[config.mk]
export PLATFORM = sky130hd
export DESIGN_NAME = external_bus_status_control
export DESIGN_NICKNAME = d
export VERILOG_FILES = /design/src/core/ebsc_pkg.sv /design/src/core/external_bus_status_control.sv /design/src/core/clock_out_divider.sv
export VERILOG_INCLUDE_DIRS = /design/src /design/src/core
export SDC_FILE = /design/constraint.sdc
export NUM_CORES = 1
export LEC_CHECK = 0
export CORE_MARGIN = 8
export CORE_UTILIZATION = 60
export DETAILED_ROUTE_END_ITERATION = 10
export DONT_BUFFER_PORTS = 1
export HOLD_SLACK_MARGIN = 0.05
export PLACE_DENSITY = 0.73
export SETUP_SLACK_MARGIN = 0.5
export SLEW_MARGIN = 20
export SYNTH_ARGS = -nofsm -noshare
export SYNTH_HDL_FRONTEND = slang
export SYNTH_SLANG_ARGS = --single-unit
[constraint.sdc]
create_clock -name core_clk -period 3.7 [get_ports core_clk]
set_clock_uncertainty 0.1 [all_clocks]
set_input_delay 0.37 -clock core_clk [delete_from_list [all_inputs] [get_ports core_clk]]
set_output_delay 0.37 -clock core_clk [all_outputs]
set_load 0.05 [all_outputs]
[src/core/ebsc_map.svh]
// constants of the external bus status and handshake block
`ifndef EBSC_MAP_SVH
`define EBSC_MAP_SVH

// core clocks per machine cycle; the clock output divider assumes two
`define EBSC_CYCLE_DIV        2
// width of the machine cycle prescaler count
`define EBSC_CYCLE_CNT_W      1
// reset value of the clock output ratio field (ratio minus one: divide by 4)
`define EBSC_CLKDIV_RESET     2'h3
// fewest software wait states for which wait-done and ready act
`define EBSC_MIN_READY_WAITS  3'h2
// width of the software wait state count
`define EBSC_WAIT_W           3
// width of the clock output ratio field
`define EBSC_RATIO_W          2

`endif

[src/core/ebsc_pkg.sv]
// types shared by the external bus status and handshake block
`default_nettype none
package ebsc_pkg;

  // machine cycle sequencer states
  typedef enum logic [2:0] {
    ST_IDLE,
    ST_ADDR,
    ST_SWWAIT,
    ST_READY,
    ST_HOLD,
    ST_RESUME
  } bus_state_t;

  // one external access asked for by the cpu core
  typedef struct packed {
    logic       fetch;
    logic [2:0] waitStates;
  } access_req_t;

  // a three-state pin: level and active-low output enable
  typedef struct packed {
    logic value;
    logic enable_n;
  } pin_drive_t;

endpackage
`default_nettype wire

[src/core/external_bus_status_control.sv]
// external bus status, hold handshake, wait-done and clock output logic
`timescale 1ns/100ps
`default_nettype none
`include "ebsc_map.svh"

module external_bus_status_control
  import ebsc_pkg::*;
(
  // clock and reset
  input  wire logic        core_clk,
  input  wire logic        reset,
  // pins from outside, asynchronous
  input  wire logic        holdRequest_n,
  input  wire logic        ready,
  input  wire logic        outputFloat_n,
  // access requests from the cpu core
  input  wire logic        accessReq,
  input  wire access_req_t accessInfo,
  // clock output ratio field of bank_switch_ctrl
  input  wire logic        bankSwitchCtrlLoad,
  input  wire logic [1:0]  bankSwitchCtrlRatio,
  // answers to the cpu core
  output var  logic        accessAccept,
  output var  logic        accessDone,
  output var  logic        accessBusy,
  // float command for address, data and control drivers
  output var  logic        busRelease,
  // three-state status pins
  output var  pin_drive_t  bus_grant_ack_n,
  output var  pin_drive_t  wait_states_done_n,
  output var  pin_drive_t  instr_fetch_flag_n,
  output var  pin_drive_t  divided_cycle_clock_out
);

  // ==========================================================
  // input synchronisers
  // ==========================================================

  logic holdMeta;
  logic holdSync_n;
  logic readyMeta;
  logic readySync;
  logic floatMeta;
  logic floatSync_n;

  // two flops per pin; high after reset, the inactive level of all but ready
  always_ff @(posedge core_clk) begin
    if (reset) begin
      holdMeta    <= 1'b1;
      holdSync_n  <= 1'b1;
      readyMeta   <= 1'b1;
      readySync   <= 1'b1;
      floatMeta   <= 1'b1;
      floatSync_n <= 1'b1;
    end else begin
      holdMeta    <= holdRequest_n;
      holdSync_n  <= holdMeta;
      readyMeta   <= ready;
      readySync   <= readyMeta;
      floatMeta   <= outputFloat_n;
      floatSync_n <= floatMeta;
    end
  end

  // ==========================================================
  // machine cycle enable
  // ==========================================================

  logic [`EBSC_CYCLE_CNT_W-1:0] cycleCount;

  // the sequencer steps once per machine cycle, not per core clock
  wire cycleEn = (cycleCount == `EBSC_CYCLE_CNT_W'(`EBSC_CYCLE_DIV - 1));

  // machine cycle prescaler
  always_ff @(posedge core_clk) begin
    if (reset || cycleEn) begin
      cycleCount <= '0;
    end else begin
      cycleCount <= cycleCount + `EBSC_CYCLE_CNT_W'(1);
    end
  end

  // ==========================================================
  // access sequencer
  // ==========================================================

  bus_state_t                state;
  bus_state_t                next_state;
  access_req_t               held;
  logic [`EBSC_WAIT_W-1:0]   waitIndex;
  logic [`EBSC_WAIT_W-1:0]   next_waitIndex;

  // request as seen at the start of a cycle
  wire holdWanted   = ~holdSync_n;
  wire newAccess    = accessReq && !holdWanted;
  wire noWaits      = (held.waitStates == '0);
  wire lastWait     = (waitIndex == held.waitStates);
  // ready is only checked when enough wait states are programmed
  wire readyChecked = (held.waitStates >= `EBSC_MIN_READY_WAITS);
  wire finishAddr   = (state == ST_ADDR) && noWaits;
  // ready is first sampled as the last wait ends, so a wait-done fed
  // back still reads low there and costs exactly one external wait
  wire finishWaits  = (state == ST_SWWAIT) && lastWait &&
                      (!readyChecked || readySync);
  // ready low means one more machine cycle, then sample again
  wire finishReady  = (state == ST_READY) && readySync;
  wire finishing    = cycleEn && (finishAddr || finishWaits || finishReady);
  wire accepting    = cycleEn && (state == ST_IDLE) && newAccess;

  // next state, only applied on a machine cycle boundary
  always_comb begin
    next_state     = state;
    next_waitIndex = waitIndex;
    case (state)
      ST_IDLE: begin
        // hold is granted only between accesses
        if (holdWanted) begin
          next_state = ST_HOLD;
        end else if (accessReq) begin
          next_state = ST_ADDR;
        end
      end
      ST_ADDR: begin
        if (noWaits) begin
          next_state = ST_IDLE;
        end else begin
          next_state     = ST_SWWAIT;
          next_waitIndex = `EBSC_WAIT_W'(1);
        end
      end
      ST_SWWAIT: begin
        if (!lastWait) begin
          next_waitIndex = waitIndex + `EBSC_WAIT_W'(1);
        end else if (readyChecked && !readySync) begin
          next_state = ST_READY;
        end else begin
          next_state = ST_IDLE;
        end
      end
      ST_READY: begin
        if (readySync) begin
          next_state = ST_IDLE;
        end
      end
      ST_HOLD: begin
        // stay floated until the request goes away
        if (!holdWanted) begin
          next_state = ST_RESUME;
        end
      end
      ST_RESUME: begin
        // one cycle of driven lines before any new access
        next_state = ST_IDLE;
      end
      default: begin
        next_state = ST_IDLE;
      end
    endcase
  end

  // state register
  always_ff @(posedge core_clk) begin
    if (reset) begin
      state     <= ST_IDLE;
      waitIndex <= '0;
    end else if (cycleEn) begin
      state     <= next_state;
      waitIndex <= next_waitIndex;
    end
  end

  // request capture; the core keeps accessInfo stable with accessReq
  always_ff @(posedge core_clk) begin
    if (reset) begin
      held <= '0;
    end else if (accepting) begin
      held <= accessInfo;
    end
  end

  // ==========================================================
  // status decode for the next cycle
  // ==========================================================

  // wait-done is low from the start of the first wait state to the
  // start of the last; with fewer than two waits it never moves
  wire nextInWait   = (next_state == ST_SWWAIT) && (state != ST_HOLD);
  wire waitDoneLow  = nextInWait && readyChecked &&
                      (next_waitIndex != held.waitStates);
  // a fetch address sits on the bus from address phase to completion
  wire fetchOnBus   = held.fetch &&
                      ((next_state == ST_ADDR) ||
                       (next_state == ST_SWWAIT) ||
                       (next_state == ST_READY));
  wire fetchStarts  = accessInfo.fetch && (next_state == ST_ADDR);
  wire nextFetchLow = (state == ST_IDLE) ? fetchStarts : fetchOnBus;
  wire nextHold     = (next_state == ST_HOLD);
  wire nextBusy     = (next_state == ST_ADDR) ||
                      (next_state == ST_SWWAIT) ||
                      (next_state == ST_READY);
  // all status pins float together while the float pin is low
  wire floatAll_n   = floatSync_n;

  // ==========================================================
  // registered outputs to the core and bus drivers
  // ==========================================================

  // pulses and levels toward the core and the bus drivers
  always_ff @(posedge core_clk) begin
    if (reset) begin
      accessAccept <= 1'b0;
      accessDone   <= 1'b0;
      accessBusy   <= 1'b0;
      busRelease   <= 1'b0;
    end else begin
      accessAccept <= accepting && newAccess;
      accessDone   <= finishing;
      if (cycleEn) begin
        accessBusy <= nextBusy;
        busRelease <= nextHold;
      end
    end
  end

  // ==========================================================
  // three-state status pins
  // ==========================================================

  // hold grant: high and driven in reset, low in hold
  always_ff @(posedge core_clk) begin
    if (reset) begin
      bus_grant_ack_n.value    <= 1'b1;
      bus_grant_ack_n.enable_n <= 1'b0;
    end else begin
      if (cycleEn) begin
        bus_grant_ack_n.value <= ~nextHold;
      end
      bus_grant_ack_n.enable_n <= ~floatAll_n;
    end
  end

  // wait-done; when fed back to ready the high edge at the last wait
  // reaches the ready sample late, which costs one external wait
  always_ff @(posedge core_clk) begin
    if (reset) begin
      wait_states_done_n.value    <= 1'b1;
      wait_states_done_n.enable_n <= 1'b0;
    end else begin
      if (cycleEn) begin
        wait_states_done_n.value <= ~waitDoneLow;
      end
      wait_states_done_n.enable_n <= ~floatAll_n;
    end
  end

  // instruction fetch flag
  always_ff @(posedge core_clk) begin
    if (reset) begin
      instr_fetch_flag_n.value    <= 1'b1;
      instr_fetch_flag_n.enable_n <= 1'b0;
    end else begin
      if (cycleEn) begin
        instr_fetch_flag_n.value <= ~nextFetchLow;
      end
      instr_fetch_flag_n.enable_n <= ~floatAll_n;
    end
  end

  // ==========================================================
  // clock output
  // ==========================================================

  logic dividedClock;

  // ratio of 1 to 4 taken from the bank switch control field
  clock_out_divider clockDivider (
    .core_clk  (core_clk),
    .reset     (reset),
    .ratioLoad (bankSwitchCtrlLoad),
    .ratio     (bankSwitchCtrlRatio),
    .clockOut  (dividedClock)
  );

  // retimed once so the pin comes from a flop of this module; the
  // float enable follows the same pin as the status outputs
  always_ff @(posedge core_clk) begin
    if (reset) begin
      divided_cycle_clock_out.value    <= 1'b0;
      divided_cycle_clock_out.enable_n <= 1'b0;
    end else begin
      divided_cycle_clock_out.value    <= dividedClock;
      divided_cycle_clock_out.enable_n <= ~floatAll_n;
    end
  end

endmodule
`default_nettype wire

[src/core/clock_out_divider.sv]
// clock output divider: machine-cycle rate divided by 1 to 4
`timescale 1ns/100ps
`default_nettype none
`include "ebsc_map.svh"

module clock_out_divider (
  // clock and reset
  input  wire logic       core_clk,
  input  wire logic       reset,
  // ratio select, ratio minus one
  input  wire logic       ratioLoad,
  input  wire logic [1:0] ratio,
  // divided clock level
  output var  logic       clockOut
);

  logic [1:0] ratioHeld;
  logic [1:0] halfCount;
  logic [1:0] pendingRatio;
  logic       pendingLoad;

  // half period is ratio+1 core clocks, so a full period is ratio+1
  // machine cycles when a machine cycle is two core clocks
  wire halfDone = (halfCount == ratioHeld);

  // a new ratio is only taken at a falling edge of the output, which
  // keeps the output free of runt pulses when software changes it
  wire takeRatio = halfDone && clockOut && pendingLoad;

  // ratio register, reset to divide by 4
  always_ff @(posedge core_clk) begin
    if (reset) begin
      ratioHeld    <= `EBSC_CLKDIV_RESET;
      pendingRatio <= `EBSC_CLKDIV_RESET;
      pendingLoad  <= 1'b0;
    end else begin
      if (ratioLoad) begin
        pendingRatio <= ratio;
        pendingLoad  <= 1'b1;
      end else if (takeRatio) begin
        pendingLoad <= 1'b0;
      end
      if (takeRatio) begin
        ratioHeld <= pendingRatio;
      end
    end
  end

  // half period counter and output toggle
  always_ff @(posedge core_clk) begin
    if (reset) begin
      halfCount <= 2'h0;
      clockOut  <= 1'b0;
    end else if (halfDone) begin
      halfCount <= 2'h0;
      clockOut  <= ~clockOut;
    end else begin
      halfCount <= halfCount + 2'h1;
    end
  end

endmodule
`default_nettype wire

==> metrics <==
syn nets 187; Initial Util 0.608; XOR/XNOR Fraction of Synth Area 0.0681; setup_tns 0 ns; Post-Syn Area per Cell approximately 9.4 µm²; WP buf/inv 0; CP startpoint state[1]; area delta synth->final 6.50%; DR pass1 iterations 4; WL final between 3000 and 4000 µm; total power around 0.77 mW; vias per inst around 6; Async S/R FF share, synth 0; fin crit share 0.579; Antenna Nets Post-Route 0; min cycle time layout around 2.1 ns; first-pass GRT wire length roughly 5600 µm; met2 usage 0.268; simple-gate portion of the synthesized area 0.203; delay-heaviest family, CP compound AO/OA/AOI/OAI gates; met3 Usage GRT 0.0687; DIE AREA around 4600 µm²; worst hold slack 0.0736 ns; CP Data Required Time between 3 and 4 ns; CTS tree yes; Synth Area in Compound Gates 0.189; Die X 67.9 µm; most common cell after layout, fill and taps aside dfxtp_1; Core Rows 19; via count ~1,200; GR peak layer met2; Total GRT Usage 0.156; Max Slew Vio Count 0; #FFs+latches synth 34; crit-path cells or3b_1 > a31oi_4 > a211oi_2 > o32a_1 > nor2_2 > o41ai_2; number of global-route vias before repair around 1,200; power per standard cell area roughly 450 nW/µm²; Reg2Reg Depth 6; most frequent cells in the layout dfxtp_1 (33), nor2_1 (25), nand2_1 (14); die height a little under 70 µm; core area between 2000 and 3000 µm²; post-cts gate resize count 0; Slew Limit Headroom 0.339; clock buffer count from CTS 5; I/O pins 25; initial detailed-routing violation count 84; critical-path maximum fanout 10; antenna violations before repair 0; Seq/Total Area, Yosys 0.421; Hold WC Path Type in -> reg; Worst-Margin Slew just under 1 ns; clk root buf clkbuf_4; hold path start bankSwitchCtrlRatio[1]; Avg WL per Cell 15.8 µm; setup violators final 0; pin count of the biggest net entering global routing 28; cell depth of the worst setup path 6; Clock Pin Slew Worst Setup and Hold Paths 0.12 ns; Hold Path Stages 2; Crit path arrival time 2.28 ns; post-synthesis adder-cell area fraction 0.00773; Final WS setup between 1.5 and 2 ns; clk buf depth 2; post-synthesis mux area share 0.0557; layout cell share with drive strength beyond 1 0.159; Place WS 1.57 ns; later-pin clock latency in the skew report ~0.34 ns; Hold Vio Cnt, Final 0; Inserted Diodes 0; Peak VDD IR about 0.00045 V; Max Cap Violations 0; Port Buffers 0; EDFF count, synth 0; largest family of logic cells by synthesized area simple AND/OR/NAND/NOR gates; Setup crit start kind register; Static Leak 0.638 nW; critical path class reg -> reg; Main synth FF type dfxtp_1; RSZ-0062 raised after global routing false; GP Congestion roughly 0.9; Max Freq between 0.4 and 0.5 GHz; final core utilization 0.647; CP max stage cell or3b_1; synth unique cells a little under 50; CP peak stage delay just under 0.6 ns; GRT Residual Overflow 0; post-synthesis cell count around 170; postcts setup bufs 0; DRC viols 0; Synth Cell Area between 1500 and 2000 µm²; status finished clean; synth warn 0; GR Util met1 0.167; Detail Placement HPWL 2250 µm; Worst R2R Start state[1]; endpoint type of the worst setup path register; CTS H-Tree Depth 2; # nets final 189; CTS sink count 34
[cell usage after synthesis (all sizes together) (2+ instances only)]
master  instances  area share
nand3           2      0.0062
a31oi           3       0.030
or2             7       0.027
dfxtp          34        0.42
nand3b          2      0.0093
buf             5       0.024
or3b            2       0.012
xnor2           7       0.052
mux2i           9       0.056
nor2           26       0.062
xor2            3       0.016
o41ai           2       0.015
o32a            2       0.012
a211oi          3       0.017
nor2b           4       0.015
nand2b          2      0.0077
nand2          14       0.032
o21ai          10       0.040
inv             6       0.014
a21oi           6       0.019
clkbuf          5       0.018
nor3            6       0.022
[through the flow]
stage               area (µm²)  instances
floorplan                 1620        173
global placement          1590        194
detailed placement        1590        194
CTS                       1720        207
global route              1720        207
finish                    1720        207
[final cells by class]
class,instances,area [µm²]
clock inverters,3,45.0
repair buffers,5,50.0
multi-input cells,123,847
fillers,233,940
inverters,6,22.5
flip-flops and latches,34,682
clock buffers,5,37.5
well taps,31,38.8
[power by group]
part	total (mW)	internal [mW]	switching (mW)	leakage [nW]
Combinational	0.0827	0.0360	0.0467	0.322
Clock	0.272	0.142	0.130	0.0374
Sequential	0.414	0.382	0.0314	0.279
Total	0.768	0.560	0.208	0.638
[state kept, by name, indices dropped and copies added, names as in the netlist, 2 cells and up]
| name | cells |
|---|---|
| held | 4 |
| waitIndex | 3 |
| clockDivider.pendingRatio | 2 |
| clockDivider.halfCount | 2 |
| state | 3 |
| clockDivider.ratioHeld | 2 |
| divided_cycle_clock_out | 2 |
[cell families after synthesis]
family / count (synthesis)
xor+xnor: 10
buf+inv: 16
fa+ha+maj: 1
mux: 9
compound gates: 36
flops: 34
simple gates: 67
[repair_timing]
action,in CTS,in global routing
hold buffers,5,0
endpoints found under the setup margin,0,0
hold endpoints to repair,27,0
[path summary, 6_finish.rpt]
kind                                                      to  slack [ns]
worst max-delay path                   wait_states_done_n[1]        1.56
worst min-delay path            clockDivider.pendingRatio[1]        0.07
worst max register to register         wait_states_done_n[1]        1.56
worst min register to register    divided_cycle_clock_out[0]        0.28
[per-layer routing]
layer / wire [µm] / vias to the layer above
met5: 0 / -
met4: 63 / 0
met3: 317 / 8
met2: 1580 / 52
met1: 1300 / 572
li1: - / 607
(Power assumes the default switching activity.)
